--- src/hdl/pin_mux_pkg.sv ---
// constants and field layout for the pin function and source select block
package pin_mux_pkg;
  // register indices; byte address is four times the index
  localparam logic [5:0] IDX_PORT_A_SEL0 = 6'h13;
  localparam logic [5:0] IDX_PORT_B_SEL0 = 6'h15;
  localparam logic [5:0] IDX_PORT_B_SEL1 = 6'h16;
  localparam logic [5:0] IDX_MOD_SRC_SEL = 6'h18;
  localparam logic [5:0] IDX_STATUS = 6'h1f;
  // writable bits; reserved bits are never stored and read zero
  localparam logic [15:0] MASK_PORT_A_SEL0 = 16'h1f00;
  localparam logic [15:0] MASK_PORT_B_SEL0 = 16'h7ff5;
  localparam logic [15:0] MASK_PORT_B_SEL1 = 16'h0001;
  localparam logic [15:0] MASK_MOD_SRC_SEL = 16'h29f8;
  localparam logic [15:0] REG_RESET = 16'h0000;
  // field positions
  localparam int A4_LSB = 8;
  localparam int A5_LSB = 10;
  localparam int A6_LSB = 12;
  localparam int B0_LSB = 0;
  localparam int B1_LSB = 2;
  localparam int B2_LSB = 4;
  localparam int B3_LSB = 6;
  localparam int B4_LSB = 8;
  localparam int B5_LSB = 11;
  localparam int B6_LSB = 13;
  localparam int B7_LSB = 0;
  localparam int MODULATOR_FAULT_IN1_BIT = 11;
  localparam int MODULATOR_FAULT_IN2_BIT = 13;
  localparam int PAIR1_LSB = 3;
  localparam int PAIR2_LSB = 6;
  // pin indices
  localparam int NPIN = 11;
  localparam int P_A4 = 0;
  localparam int P_A5 = 1;
  localparam int P_A6 = 2;
  localparam int P_B0 = 3;
  localparam int P_B1 = 4;
  localparam int P_B2 = 5;
  localparam int P_B3 = 6;
  localparam int P_B4 = 7;
  localparam int P_B5 = 8;
  localparam int P_B6 = 9;
  localparam int P_B7 = 10;
  // peripheral function indices
  localparam int NFN = 24;
  localparam int FN_W = 5;
  localparam logic [4:0] F_MODULATOR_FAULT_IN0 = 5'h00;
  localparam logic [4:0] F_MODULATOR_FAULT_IN1 = 5'h01;
  localparam logic [4:0] F_MODULATOR_FAULT_IN2 = 5'h02;
  localparam logic [4:0] F_MODULATOR_FAULT_IN3 = 5'h03;
  localparam logic [4:0] F_TA0 = 5'h04;
  localparam logic [4:0] F_TA1 = 5'h05;
  localparam logic [4:0] F_TA2 = 5'h06;
  localparam logic [4:0] F_TA3 = 5'h07;
  localparam logic [4:0] F_TB0 = 5'h08;
  localparam logic [4:0] F_PWM4 = 5'h09;
  localparam logic [4:0] F_PWM5 = 5'h0a;
  localparam logic [4:0] F_RXD = 5'h0b;
  localparam logic [4:0] F_TXD = 5'h0c;
  localparam logic [4:0] F_SDA = 5'h0d;
  localparam logic [4:0] F_SCL = 5'h0e;
  localparam logic [4:0] F_EXTERNAL_CLOCK_IN = 5'h0f;
  localparam logic [4:0] F_CLOCK_OUTPUT = 5'h10;
  localparam logic [4:0] F_MOSI = 5'h11;
  localparam logic [4:0] F_MISO = 5'h12;
  localparam logic [4:0] F_SS = 5'h13;
  localparam logic [4:0] F_SCLK = 5'h14;
  localparam logic [4:0] F_PAIR0_EXTERNAL_SOURCE = 5'h15;
  localparam logic [4:0] F_PAIR1_EXTERNAL_SOURCE = 5'h16;
  localparam logic [4:0] F_PAIR2_EXTERNAL_SOURCE = 5'h17;
  // pair source codes
  localparam logic [2:0] PS_PIN = 3'h0;
  localparam logic [2:0] PS_TIMER = 3'h1;
  localparam logic [2:0] PS_SAMPLE = 3'h2;
  localparam logic [2:0] PS_CMPA = 3'h3;
  localparam logic [2:0] PS_CMPB = 3'h4;
endpackage

--- src/hdl/pin_function_and_source_select.sv ---
// pin function multiplexer and modulator input source selection with a wishbone register port
`timescale 1ns/1ps
module pin_function_and_source_select #(
  parameter int ADR_W = 8
) (
  // system
  input wire logic mclk,
  input wire logic rst_n,
  // wishbone slave
  input wire logic wb_cyc_i,
  input wire logic wb_stb_i,
  input wire logic wb_we_i,
  input wire logic [ADR_W-1:0] wb_adr_i,
  input wire logic [3:0] wb_sel_i,
  input wire logic [31:0] wb_dat_i,
  output logic [31:0] wb_dat_o,
  output logic wb_ack_o,
  // pads, indexed a4 a5 a6 b0..b7
  input wire logic [10:0] pad_in,
  output logic [10:0] pad_out,
  output logic [10:0] pad_oe,
  // general-purpose port side
  input wire logic [10:0] pin_peripheral_enable,
  input wire logic [10:0] gpio_out,
  input wire logic [10:0] gpio_oe,
  // peripheral functions
  input wire logic [23:0] fn_out,
  input wire logic [23:0] fn_oe,
  output logic [23:0] fn_in,
  // internal sources
  input wire logic comparator_a_out,
  input wire logic comparator_b_out,
  input wire logic sample1_high_limit,
  input wire logic sample1_low_limit,
  input wire logic sample2_high_limit,
  input wire logic sample2_low_limit,
  // modulator inputs
  output logic modulator_fault_in0,
  output logic modulator_fault_in1,
  output logic modulator_fault_in2,
  output logic modulator_fault_in3,
  output logic [2:0] pair_source,
  output logic [2:0] pair_force,
  output logic [2:0] pair_even_value,
  output logic [2:0] pair_odd_value
);

  typedef struct packed {
    logic [15:0] port_a_function_select_0;
    logic [15:0] port_b_function_select_0;
    logic [15:0] port_b_function_select_1;
    logic [15:0] modulator_input_source_select;
    logic ack;
    logic [15:0] rdata;
    logic [10:0] sync1;
    logic [10:0] sync2;
    logic [10:0] pad_out;
    logic [10:0] pad_oe;
    logic [23:0] fn_in;
    logic [3:0] fault;
    logic [2:0] psrc;
    logic [2:0] pforce;
    logic [2:0] peven;
    logic [2:0] podd;
  } state_t;

  state_t s_q;
  state_t s_d;

  logic [10:0][2:0] code;
  logic [10:0][4:0] map_fn;
  logic [10:0] map_ok;
  logic [10:0] hit;
  logic [10:0] pad_out_n;
  logic [10:0] pad_oe_n;
  logic [23:0][10:0] match;
  logic [23:0] fn_in_n;
  logic req;
  logic [5:0] idx;
  logic [15:0] wmask;
  logic [15:0] status;
  logic [2:0] p1_code;
  logic [2:0] p2_code;
  logic [1:0] p1_res;
  logic [1:0] p2_res;

  // field codes taken out of the select registers
  assign code[pin_mux_pkg::P_A4] =
    {1'b0, s_q.port_a_function_select_0[pin_mux_pkg::A4_LSB +: 2]};
  assign code[pin_mux_pkg::P_A5] =
    {1'b0, s_q.port_a_function_select_0[pin_mux_pkg::A5_LSB +: 2]};
  assign code[pin_mux_pkg::P_A6] =
    {2'b00, s_q.port_a_function_select_0[pin_mux_pkg::A6_LSB]};
  assign code[pin_mux_pkg::P_B0] =
    {2'b00, s_q.port_b_function_select_0[pin_mux_pkg::B0_LSB]};
  assign code[pin_mux_pkg::P_B1] =
    {2'b00, s_q.port_b_function_select_0[pin_mux_pkg::B1_LSB]};
  assign code[pin_mux_pkg::P_B2] =
    {1'b0, s_q.port_b_function_select_0[pin_mux_pkg::B2_LSB +: 2]};
  assign code[pin_mux_pkg::P_B3] =
    {1'b0, s_q.port_b_function_select_0[pin_mux_pkg::B3_LSB +: 2]};
  assign code[pin_mux_pkg::P_B4] =
    s_q.port_b_function_select_0[pin_mux_pkg::B4_LSB +: 3];
  assign code[pin_mux_pkg::P_B5] =
    {1'b0, s_q.port_b_function_select_0[pin_mux_pkg::B5_LSB +: 2]};
  assign code[pin_mux_pkg::P_B6] =
    {1'b0, s_q.port_b_function_select_0[pin_mux_pkg::B6_LSB +: 2]};
  assign code[pin_mux_pkg::P_B7] =
    {2'b00, s_q.port_b_function_select_1[pin_mux_pkg::B7_LSB]};

  // per-pin code to function lookup; reserved codes give no function
  always_comb begin
    map_ok = '1;
    map_fn = '0;
    for (int p = 0; p < pin_mux_pkg::NPIN; p++) begin
      unique case (p)
        pin_mux_pkg::P_A6: map_fn[p] = code[p][0] ? pin_mux_pkg::F_TA0
                                                   : pin_mux_pkg::F_MODULATOR_FAULT_IN0;
        pin_mux_pkg::P_A5, pin_mux_pkg::P_A4: begin
          unique case (code[p][1:0])
            2'h0: map_fn[p] = (p == pin_mux_pkg::P_A5) ? pin_mux_pkg::F_PWM5
                                                        : pin_mux_pkg::F_PWM4;
            2'h1: map_fn[p] = (p == pin_mux_pkg::P_A5) ? pin_mux_pkg::F_MODULATOR_FAULT_IN2
                                                        : pin_mux_pkg::F_MODULATOR_FAULT_IN1;
            2'h2: map_fn[p] = (p == pin_mux_pkg::P_A5) ? pin_mux_pkg::F_TA3
                                                        : pin_mux_pkg::F_TA2;
            default: map_ok[p] = 1'b0;
          endcase
        end
        pin_mux_pkg::P_B6: begin
          unique case (code[p][1:0])
            2'h0: map_fn[p] = pin_mux_pkg::F_RXD;
            2'h1: map_fn[p] = pin_mux_pkg::F_SDA;
            2'h2: map_fn[p] = pin_mux_pkg::F_EXTERNAL_CLOCK_IN;
            default: map_ok[p] = 1'b0;
          endcase
        end
        pin_mux_pkg::P_B5: begin
          unique case (code[p][1:0])
            2'h0: map_fn[p] = pin_mux_pkg::F_TA1;
            2'h1: map_fn[p] = pin_mux_pkg::F_MODULATOR_FAULT_IN3;
            2'h2: map_fn[p] = pin_mux_pkg::F_EXTERNAL_CLOCK_IN;
            default: map_ok[p] = 1'b0;
          endcase
        end
        pin_mux_pkg::P_B4: begin
          unique case (code[p])
            3'h0: map_fn[p] = pin_mux_pkg::F_TA0;
            3'h1: map_fn[p] = pin_mux_pkg::F_CLOCK_OUTPUT;
            3'h3: map_fn[p] = pin_mux_pkg::F_TB0;
            3'h4: map_fn[p] = pin_mux_pkg::F_PAIR2_EXTERNAL_SOURCE;
            default: map_ok[p] = 1'b0;
          endcase
        end
        pin_mux_pkg::P_B3: begin
          unique case (code[p][1:0])
            2'h0: map_fn[p] = pin_mux_pkg::F_MOSI;
            2'h1: map_fn[p] = pin_mux_pkg::F_TA3;
            2'h2: map_fn[p] = pin_mux_pkg::F_PAIR1_EXTERNAL_SOURCE;
            default: map_ok[p] = 1'b0;
          endcase
        end
        pin_mux_pkg::P_B2: begin
          unique case (code[p][1:0])
            2'h0: map_fn[p] = pin_mux_pkg::F_MISO;
            2'h1: map_fn[p] = pin_mux_pkg::F_TA2;
            2'h2: map_fn[p] = pin_mux_pkg::F_PAIR0_EXTERNAL_SOURCE;
            default: map_ok[p] = 1'b0;
          endcase
        end
        pin_mux_pkg::P_B1: map_fn[p] = code[p][0] ? pin_mux_pkg::F_SDA
                                                   : pin_mux_pkg::F_SS;
        pin_mux_pkg::P_B0: map_fn[p] = code[p][0] ? pin_mux_pkg::F_SCL
                                                   : pin_mux_pkg::F_SCLK;
        default: map_fn[p] = code[p][0] ? pin_mux_pkg::F_SCL
                                        : pin_mux_pkg::F_TXD;
      endcase
    end
  end

  // pad drive: general-purpose unless enabled, reserved codes leave the pad undriven
  genvar gp;
  genvar gf;
  generate
    for (gp = 0; gp < pin_mux_pkg::NPIN; gp++) begin : g_pin
      assign hit[gp] = pin_peripheral_enable[gp] & map_ok[gp];
      assign pad_out_n[gp] = !pin_peripheral_enable[gp] ? gpio_out[gp] :
                             (hit[gp] & fn_out[map_fn[gp]]);
      assign pad_oe_n[gp] = !pin_peripheral_enable[gp] ? gpio_oe[gp] :
                            (hit[gp] & fn_oe[map_fn[gp]]);
    end
    // input side: any selected pin may drive the function, ored together
    for (gf = 0; gf < pin_mux_pkg::NFN; gf++) begin : g_fn
      for (gp = 0; gp < pin_mux_pkg::NPIN; gp++) begin : g_match
        assign match[gf][gp] = hit[gp] && (map_fn[gp] == 5'(gf));
      end
      assign fn_in_n[gf] = |(match[gf] & s_q.sync2);
    end
  endgenerate

  // pair source codes; codes above four are reserved
  assign p1_code = s_q.modulator_input_source_select[pin_mux_pkg::PAIR1_LSB +: 3];
  assign p2_code = s_q.modulator_input_source_select[pin_mux_pkg::PAIR2_LSB +: 3];
  assign p1_res = {p1_code > pin_mux_pkg::PS_CMPB, 1'b0};
  assign p2_res = {p2_code > pin_mux_pkg::PS_CMPB, p2_code == pin_mux_pkg::PS_PIN};

  // bus decode
  assign req = wb_cyc_i & wb_stb_i;
  assign idx = wb_adr_i[7:2];
  assign wmask = {{8{wb_sel_i[1]}}, {8{wb_sel_i[0]}}};
  assign status = {3'b000, p1_res[1], |p2_res, ~map_ok};

  // next state: register writes, read data, resynchronised pads and outputs
  always_comb begin
    s_d = s_q;
    s_d.sync1 = pad_in;
    s_d.sync2 = s_q.sync1;
    s_d.ack = req & !s_q.ack;
    s_d.rdata = 16'h0000;
    if (req & !s_q.ack) begin
      unique case (idx)
        pin_mux_pkg::IDX_PORT_A_SEL0: s_d.rdata = s_q.port_a_function_select_0;
        pin_mux_pkg::IDX_PORT_B_SEL0: s_d.rdata = s_q.port_b_function_select_0;
        pin_mux_pkg::IDX_PORT_B_SEL1: s_d.rdata = s_q.port_b_function_select_1;
        pin_mux_pkg::IDX_MOD_SRC_SEL: s_d.rdata = s_q.modulator_input_source_select;
        pin_mux_pkg::IDX_STATUS: s_d.rdata = status;
        default: s_d.rdata = 16'h0000; // unmapped reads zero
      endcase
    end
    // only defined field bits store; reserved writes are dropped
    if (req & !s_q.ack & wb_we_i) begin
      unique case (idx)
        pin_mux_pkg::IDX_PORT_A_SEL0: s_d.port_a_function_select_0 =
          (s_q.port_a_function_select_0 & ~(wmask & pin_mux_pkg::MASK_PORT_A_SEL0)) |
          (wb_dat_i[15:0] & wmask & pin_mux_pkg::MASK_PORT_A_SEL0);
        pin_mux_pkg::IDX_PORT_B_SEL0: s_d.port_b_function_select_0 =
          (s_q.port_b_function_select_0 & ~(wmask & pin_mux_pkg::MASK_PORT_B_SEL0)) |
          (wb_dat_i[15:0] & wmask & pin_mux_pkg::MASK_PORT_B_SEL0);
        pin_mux_pkg::IDX_PORT_B_SEL1: s_d.port_b_function_select_1 =
          (s_q.port_b_function_select_1 & ~(wmask & pin_mux_pkg::MASK_PORT_B_SEL1)) |
          (wb_dat_i[15:0] & wmask & pin_mux_pkg::MASK_PORT_B_SEL1);
        pin_mux_pkg::IDX_MOD_SRC_SEL: s_d.modulator_input_source_select =
          (s_q.modulator_input_source_select & ~(wmask & pin_mux_pkg::MASK_MOD_SRC_SEL)) |
          (wb_dat_i[15:0] & wmask & pin_mux_pkg::MASK_MOD_SRC_SEL);
        default: s_d.ack = s_d.ack; // ignored, still acknowledged
      endcase
    end
    s_d.pad_out = pad_out_n;
    s_d.pad_oe = pad_oe_n;
    s_d.fn_in = fn_in_n;
    // fault inputs; pin path relies on software routing one enabled pin
    s_d.fault[0] = fn_in_n[pin_mux_pkg::F_MODULATOR_FAULT_IN0];
    s_d.fault[1] = s_q.modulator_input_source_select[pin_mux_pkg::MODULATOR_FAULT_IN1_BIT] ?
                   comparator_a_out : fn_in_n[pin_mux_pkg::F_MODULATOR_FAULT_IN1];
    s_d.fault[2] = s_q.modulator_input_source_select[pin_mux_pkg::MODULATOR_FAULT_IN2_BIT] ?
                   comparator_b_out : fn_in_n[pin_mux_pkg::F_MODULATOR_FAULT_IN2];
    s_d.fault[3] = fn_in_n[pin_mux_pkg::F_MODULATOR_FAULT_IN3];
    // pair 0 has only its pin source here
    s_d.psrc[0] = fn_in_n[pin_mux_pkg::F_PAIR0_EXTERNAL_SOURCE];
    s_d.pforce[0] = 1'b0;
    s_d.peven[0] = 1'b0;
    s_d.podd[0] = 1'b0;
    // pair 1
    s_d.pforce[1] = 1'b0;
    s_d.peven[1] = 1'b0;
    s_d.podd[1] = 1'b0;
    unique case (p1_code)
      pin_mux_pkg::PS_PIN: s_d.psrc[1] = fn_in_n[pin_mux_pkg::F_PAIR1_EXTERNAL_SOURCE];
      pin_mux_pkg::PS_TIMER: s_d.psrc[1] = fn_out[pin_mux_pkg::F_TA2];
      pin_mux_pkg::PS_SAMPLE: begin
        s_d.psrc[1] = 1'b0;
        s_d.pforce[1] = sample1_high_limit | sample1_low_limit;
        s_d.peven[1] = !sample1_high_limit & sample1_low_limit;
        s_d.podd[1] = sample1_high_limit;
      end
      pin_mux_pkg::PS_CMPA: s_d.psrc[1] = comparator_a_out;
      pin_mux_pkg::PS_CMPB: s_d.psrc[1] = comparator_b_out;
      default: s_d.psrc[1] = 1'b0;
    endcase
    // pair 2; code zero is reserved here
    s_d.pforce[2] = 1'b0;
    s_d.peven[2] = 1'b0;
    s_d.podd[2] = 1'b0;
    unique case (p2_code)
      pin_mux_pkg::PS_TIMER: s_d.psrc[2] = fn_out[pin_mux_pkg::F_TA3];
      pin_mux_pkg::PS_SAMPLE: begin
        s_d.psrc[2] = 1'b0;
        s_d.pforce[2] = sample2_high_limit | sample2_low_limit;
        s_d.peven[2] = !sample2_high_limit & sample2_low_limit;
        s_d.podd[2] = sample2_high_limit;
      end
      pin_mux_pkg::PS_CMPA: s_d.psrc[2] = comparator_a_out;
      pin_mux_pkg::PS_CMPB: s_d.psrc[2] = comparator_b_out;
      default: s_d.psrc[2] = 1'b0;
    endcase
  end

  // state register; select fields reset to their default codes
  always_ff @(posedge mclk) begin
    if (!rst_n) begin
      s_q <= '0;
      s_q.port_a_function_select_0 <= pin_mux_pkg::REG_RESET;
      s_q.port_b_function_select_0 <= pin_mux_pkg::REG_RESET;
      s_q.port_b_function_select_1 <= pin_mux_pkg::REG_RESET;
      s_q.modulator_input_source_select <= pin_mux_pkg::REG_RESET;
    end else begin
      s_q <= s_d;
    end
  end

  // outputs straight from flip-flops
  assign wb_ack_o = s_q.ack;
  assign wb_dat_o = {16'h0000, s_q.rdata};
  assign pad_out = s_q.pad_out;
  assign pad_oe = s_q.pad_oe;
  assign fn_in = s_q.fn_in;
  assign modulator_fault_in0 = s_q.fault[0];
  assign modulator_fault_in1 = s_q.fault[1];
  assign modulator_fault_in2 = s_q.fault[2];
  assign modulator_fault_in3 = s_q.fault[3];
  assign pair_source = s_q.psrc;
  assign pair_force = s_q.pforce;
  assign pair_even_value = s_q.peven;
  assign pair_odd_value = s_q.podd;
endmodule

--- config.mk ---
export PLATFORM = sky130hd
export DESIGN_NAME = pin_function_and_source_select
export DESIGN_NICKNAME = d
export VERILOG_FILES = /design/src/hdl/pin_mux_pkg.sv /design/src/hdl/pin_function_and_source_select.sv
export SDC_FILE = /design/constraint.sdc
export NUM_CORES = 1
export LEC_CHECK = 0
export BUFFER_PORTS_ARGS = -buffer_cell sky130_fd_sc_hd__buf_2
export CELL_PAD_IN_SITES_DETAIL_PLACEMENT = 1
export CELL_PAD_IN_SITES_GLOBAL_PLACEMENT = 1
export CORE_MARGIN = 10
export CORE_UTILIZATION = 36
export DETAILED_ROUTE_END_ITERATION = 8
export PLACE_DENSITY = 0.87
export SYNTH_ARGS = -nofsm -noshare
export SYNTH_HDL_FRONTEND = slang
export SYNTH_SLANG_ARGS = --single-unit
export TNS_END_PERCENT = 5
--- constraint.sdc ---
create_clock -name mclk -period 2.6 [get_ports mclk]
set_input_delay 0.39 -clock mclk [delete_from_list [all_inputs] [get_ports mclk]]
set_output_delay 0.39 -clock mclk [all_outputs]
set_load 0.01 [all_outputs]
Word-level counts from Yosys, hierarchy flattened
Cells that the tools add are included.
Word-level totals
  flip-flop bits (word level): 165
  input port bits: 147
  output and inout port bits: 95
  logic and storage cells: 805
Operators by class
  order comparisons: 13
  equality and inequality tests: 281
  mux-type cells: 89
  bitwise gates (word level): 74
  reductions and logical operators: 326
Operator list (number)
  == test 5 x 4 -> 1 bit (second input constant): 64
  == test 5 bit (second input constant): 64
  bitwise AND 11 bit: 24
  logical AND 1 bit: 264
  OR reduction 11 bit: 24
  == test 5 x 3 -> 1 bit (second input constant): 32
  binary-select mux 1 bit (select 5 bit): 22
  == test 4 x 5 -> 1 bit (second input constant): 16
  == test 5 x 2 -> 1 bit (second input constant): 16
  case mux 16 bit (5 select lines): 1
  bitwise AND 16 bit: 4
  == test 4 bit (second input constant): 16
  zero test 5 bit: 11
  less-than comparator 5 x 6 -> 1 bit (second input constant): 9
  two-way mux 1 bit: 53
  case mux 4 bit (3 select lines): 4
  == test 3 x 5 -> 1 bit (second input constant): 8
  == test 5 x 1 -> 1 bit (second input constant): 8
  bitwise AND 1 bit: 34
  == test 3 x 4 -> 1 bit (second input constant): 8
  == test 4 x 3 -> 1 bit (second input constant): 8
  == test 6 x 5 -> 1 bit (second input constant): 5
  case mux 5 bit (3 select lines): 2
  == test 3 x 2 -> 1 bit (second input constant): 7
  other kinds (33): 79

Logic depth before layout (Yosys ltp)
Gate-level depths: netlist of the first run.
  word-level depth: 8
  gate-level depth with buffers: 9
  depth with buffers taken out: 7

Worst setup path after synthesis of the first run
OpenSTA, ideal clock, no wires.
  path type: register -> register
  from: register with a tool-made name
  to: register s_q, in the netlist pad_oe[5]
  library setup time: 0.122 ns
  data arrival time: 1.894 ns
  required time: 2.478 ns
  path slack: 0.584 ns
  cell stages (with the launch flop): 7
  buffers on the path: 1
  clock period less this slack: 2.016 ns
  path through: dfxtp_1 inv_1 ha_1 buf_2 mux4_2 a211oi_1 o31ai_1
RTL lines
  end: declaration: line pin_function_and_source_select.sv:67  | state_t s_q;

==> summary.md, run 1 <==
| Metric | Value |
|---|---|
| Register area | `0.00242 mm2` |
| R2R depth | `6` |
| CTS root buf | `clkbuf_16` |
| Iter 0 DRT Violations | `341` |
| Commonest non-fill, non-tap cells in the layout | `buf_2, dfxtp_1, nand2_1` |
| Synth Cell Area | `0.00642 mm2` |
| Die area | `0.0236 mm2` |
| Worst Path Required | `2900 ps` |
| Max clock buf depth | `2` |
| GP Congestion | `0.891` |
| Setup crit start kind | `flop` |
| Number of global-route vias before repair | `6,368` |
| Post-synth EDFFs | `0` |
| Number of buffers created by CTS | `17` |
| Fmax | `449 MHz` |
| Pins Over Slew Limit | `0` |
| Fillers | `2,091` |
| Hold path cells | `2` |
| Via count | `5,884` |
| TritonCTS clock tree | `yes` |
| Slew at the pin closest to its max-slew limit | `765 ps` |
| Clock transition at the registers of the reported paths | `60 ps` |
| Placement Setup Slack | `391 ps` |
| Height of the die | `154 um` |
| Min-Delay Path Class | `input pin to flop` |
| Largest net degree at the start of global routing | `40` |
| Grt ovf | `0` |
| DRT antenna net count | `0` |
| Layout Nets | `1,032` |
| Top FF cell, synth | `dfxtp_1` |
| Post-route setup TNS | `0 ps` |
| Fin. Hold Viols | `0` |
| Period utilization | `85.6%` |
| Detail-routed net length per standard cell | `21.7 um` |
| FP Rows | `48` |
| Placeable Area | `0.0174 mm2` |
| DRC | `0` |
| Vias per std cell | `5.36` |
| Worst vdd ir | `0.447 mV` |
| Post-CTS setup buffers | `0` |
| Outcome | `finished clean` |
| I/O pins | `242` |
| R2R Setup Slk | `380 ps` |
| Clock Latency Late Sink | `430 ps` |
| P_leak | `0.00325 uW` |
| Area of the multi-input gates | `0.00317 mm2` |
| Hold bufs inserted after CTS | `0` |
| Slew HR | `48.9%` |
| Sequential element share of the synthesized area | `37.7%` |
| Crit end category | `flop` |
| GRT Total Usage | `19.5%` |
| Hpwl dp | `18.9 mm` |
| Initial antenna violation count | `2` |
| WL final | `23.9 mm` |
| PD cells | `624 mW/mm2` |
| CTS HTree Levels | `4` |
| Critical path type | `flop to flop` |
| Die Wd | `154 um` |
| Setup violators final | `0` |
| Unrepaired setup endpoints after global routing | `no` |
| First-pass GRT wire length | `36.2 mm` |
| Initial Util | `36.9%` |
| Worst EP arrival | `2530 ps` |
| Synth Area per Inst | `8.74 um2` |
| Pre-Repair DR Iteration Count | `5` |
| Most common cell after layout, fill and taps aside | `buf_2` |
| Distinct cell type count after synthesis | `54` |
| Synth Instances | `735` |
| Post-synth ARST share | `0%` |
| Ratio of cells with drive above 1 in the final layout | `30.0%` |
| Worst Skew | `9.30 ps` |
| PnR worst setup slack | `375 ps` |
| Worst Path Max Fanout | `7` |
| Min Tclk post-route | `2220 ps` |
| Clock sinks | `121` |
| Post_cts resized | `0` |
| Area Growth Syn to Fin | `19.6%` |
| Synth Register Bits | `121` |
| Maxcap violations | `0` |
| Port bufs | `199` |
| Syn. warnings | `0` |
[Yosys cell counts, types with 5 or more instances]
master / n / area share (%)
a32oi_1: 9 / 1.2
buf_4: 93 / 11
o31ai_1: 11 / 1.3
nand2b_1: 9 / 0.88
and3b_1: 5 / 0.68
mux2i_1: 25 / 3.9
nor3_1: 6 / 0.47
a211oi_1: 15 / 1.8
o22ai_1: 7 / 0.68
buf_2: 5 / 0.39
nand3_1: 38 / 3.0
dfxtp_1: 121 / 38
o21ai_0: 18 / 1.4
and3_1: 6 / 0.58
a22oi_1: 13 / 1.5
a21oi_1: 54 / 4.2
nand2_1: 59 / 3.4
a222oi_1: 7 / 1.1
and2_1: 28 / 2.7
mux4_2: 7 / 2.5
clkbuf_1: 27 / 1.6
inv_1: 15 / 0.88
nand3b_1: 9 / 1.1
nor2b_1: 12 / 1.2
ha_1: 27 / 5.3
nor2_1: 58 / 3.4
[layout make-up]
| class | instances | share of cell area, % |
|---|---|---|
| diodes | 1 | 0.0326 |
| clock buffers | 20 | 6.08 |
| clock inverters | 12 | 2.13 |
| inverters | 16 | 0.782 |
| multi-input cells | 487 | 41.2 |
| flip-flops and latches | 121 | 31.5 |
| well taps | 225 | 3.67 |
| repair buffers | 215 | 14.5 |
[layer usage]
metal	track usage, %	share of wire (%)
met1	22.3	39
met2	33.3	50
met3	5.97	8.9
met4	7.42	1.9
met5	0	0.054
[path summary, 6_finish.rpt]
path	from	endpoint
worst max-delay path	flop	pad_oe[5]$_SDFF_PN0_
worst min-delay path	pad_in[2]	s_d[64]$_SDFF_PN0_
worst max register to register	flop	pad_oe[5]$_SDFF_PN0_
worst min register to register	s_d[67]$_SDFF_PN0_	s_q[67]$_SDFF_PN0_
[critical path, stage by stage, from the launching register on]
cell	delay, ps
dfxtp_1	450
inv_1	120
ha_1	460
mux4_2	530
nor2b_1	140
a211oi_1	290
o31ai_1	110
[where the power goes]
part           leakage [uW]  switching [uW]  internal (uW)
Combinational       0.00197             213            152
Clock              0.000296             916           1590
Sequential         0.000986            16.3           1900
[per-stage QoR]
stage	cells	instance area, um2	hold slack, ps	total power (uW)	util [%]
after detailed placement	1064	7050	424	2310	40.5
after floorplan	754	6490	412	2150	-
after global placement	1064	7050	417	2300	40.5
final	1097	7680	171	4790	44.1
after CTS	1096	7680	145	4840	44.1
after global routing	1097	7680	170	4950	44.1
[logic make-up after synthesis]
logic type               share of synthesized area [%]
buffers and inverters                             14.1
multiplexers                                      6.35
other                                           0.0584
AO/OA/AOI/OAI                                     15.9
flip-flops                                        37.7
AND/OR/NAND/NOR                                   20.6
adder cells (fa/ha/maj)                           5.26
No activity file was read; power rests on OpenSTA's default activity.
==> inputs of run 2 (changes only) <==
MAX_ROUTING_LAYER = met4   (was unset)
SKIP_CTS_REPAIR_TIMING = 1   (was unset)
==> run 2 against run 1 <==
  * Sequential share of layout area is 0.20 points higher
  * Utilization shrank 0.27 points
  * Clock-buffer cell count decreased by 2
  * Critical endpoint unchanged
  * Largest cell class unchanged
  * Largest power group unchanged
==> summary.md, run 2 (synthesis gave the netlist of run 1 again) <==
| Metric | Value |
|---|---|
| Post-route non-filler standard cell count | `1,100 (+0.27%)` |
| Height of the die | `154 um (unchanged)` |
| Grt ovf | `0 (unchanged)` |
| CTS root buf | `clkbuf_16` |
| Power consumption | `4580 uW (-4.4%)` |
| Unrepaired setup endpoints after global routing | `no` |
| First-pass GRT wire length | `37.0 mm (+2.2%)` |
| Largest net degree at the start of global routing | `37 (-7.5%)` |
| DRC | `0 (unchanged)` |
| Die Wd | `154 um (unchanged)` |
| Hpwl dp | `18.8 mm (-0.37%)` |
| Maxcap violations | `0 (unchanged)` |
| Slew HR | `55.6% (+6.7 points)` |
| FP Rows | `48 (unchanged)` |
| Number of global-route vias before repair | `6,429 (+0.96%)` |
| Pre-Repair DR Iteration Count | `6 (+1)` |
| Clock transition at the registers of the reported paths | `60 ps (about the same)` |
| Hold wc startpoint | `pad_in[5]` |
| Most common cell after layout, fill and taps aside | `buf_2` |
| Via count | `5,941 (+0.97%)` |
| Fin. Hold Viols | `0 (unchanged)` |
| Max clock buf depth | `2 (unchanged)` |
| Worst EP arrival | `2620 ps (+90 ps)` |
| WL final | `24.4 mm (+2.4%)` |
| Number of buffers created by CTS | `17 (unchanged)` |
| Commonest non-fill, non-tap cells in the layout | `buf_2, dfxtp_1, nand2_1` |
| Period utilization | `89.2% (+3.6 points)` |
| Slew at the pin closest to its max-slew limit | `665 ps (-99.8 ps)` |
| Post-route setup TNS | `0 ps (unchanged)` |
| Post-route cell area | `0.00763 mm2 (-0.62%)` |
| Worst Skew | `10.1 ps (+0.827 ps)` |
| Iter 0 DRT Violations | `390 (+14%)` |
| Clock Latency Late Sink | `430 ps (about the same)` |
| GP Congestion | `0.906 (+1.7%)` |
| Register area | `0.00242 mm2 (unchanged)` |
| Dpl cell area | `0.00705 mm2 (unchanged)` |
| Outcome | `finished clean` |
| Die area | `0.0236 mm2 (unchanged)` |
| Min Tclk post-route | `2320 ps (+94.4 ps)` |
| Setup crit start kind | `flop` |
| Worst vdd ir | `0.393 mV (-12%)` |
| GRT Total Usage | `20.5% (+1.0 points)` |
| Placeable Area | `0.0174 mm2 (unchanged)` |
| Setup violators final | `0 (unchanged)` |
| Placed Cells | `1,064 (unchanged)` |
| Port bufs | `199 (unchanged)` |
| Critical path type | `flop to flop` |
| Area of the multi-input gates | `0.00317 mm2 (unchanged)` |
| P_leak | `0.00323 uW (-0.61%)` |
| Vias per std cell | `5.40 (+0.69%)` |
| Detail-routed net length per standard cell | `22.2 um (+2.1%)` |
| Initial antenna violation count | `7 (+5)` |
| CTS HTree Levels | `4 (unchanged)` |
| Ratio of cells with drive above 1 in the final layout | `30.0% (unchanged)` |
| Clock sinks | `121 (unchanged)` |
| I/O pins | `242 (unchanged)` |
| Crit end category | `flop` |
| Area Growth Syn to Fin | `18.8%` |
| Worst Path Max Fanout | `7 (unchanged)` |
| DRT antenna net count | `0 (unchanged)` |
| Fillers | `2,092 (+0.048%)` |
| Pins Over Slew Limit | `0 (unchanged)` |
| Layout Nets | `1,032 (unchanged)` |
| Initial Util | `36.9% (unchanged)` |
| TritonCTS clock tree | `yes` |
| Worst Path Required | `2900 ps (about the same)` |
| Fmax | `431 MHz (-4.1%)` |
| Min-Delay Path Class | `input pin to flop` |
| Hold WS | `164 ps (-7.30 ps)` |
| PD cells | `600 mW/mm2 (-3.8%)` |
## run 2: routing by layer
metal  wire length (um)  track usage (%)
met2              12200             33.9
met1               9840             23.5
met3               1780             4.74
met4                627             8.59
met5                  0                -
## run 2: critical path: stages (launching register included)
cell and delay [ps]:
dfxtp_1 450, inv_1 130, ha_1 490, mux4_2 550, nor2b_1 150, a211oi_1 300, o31ai_1 120
## run 2: cell type report
type                    count  share of cell area [%]
flip-flops and latches    121                    31.7
clock buffers              18                    5.76
diodes                      4                   0.131
inverters                  16                   0.787
clock inverters            14                    1.79
multi-input cells         487                    41.5
well taps                 225                    3.69
repair buffers            215                    14.6
## run 2: final timing paths
path | end | slack, ps | depth (start not counted)
setup / recovery | pad_oe[5]$_SDFF_PN0_ | 280 | 6
hold / removal | s_d[67]$_SDFF_PN0_ | 160 | 2
setup reg to reg | pad_oe[5]$_SDFF_PN0_ | 280 | 6
hold reg to reg | s_q[63]$_SDFF_PN0_ | 430 | 1
## run 2: power breakdown
| part | leakage (uW) | total (uW) | internal [uW] | switching (uW) |
|---|---|---|---|---|
| sequential | 0.000986 | 1910 | 1900 | 16.2 |
| clock | 0.000275 | 2300 | 1360 | 942 |
| combinational | 0.00197 | 365 | 151 | 214 |
| total | 0.00323 | 4580 | 3410 | 1170 |
## run 2: per-stage QoR
step / utilization (%) / setup WS (ps)
after detailed placement: 40.5 / 321
after CTS: 43.8 / 293
final: 43.8 / 281
after floorplan: - / 584
after global placement: 40.5 / 384
after global routing: 43.8 / 152
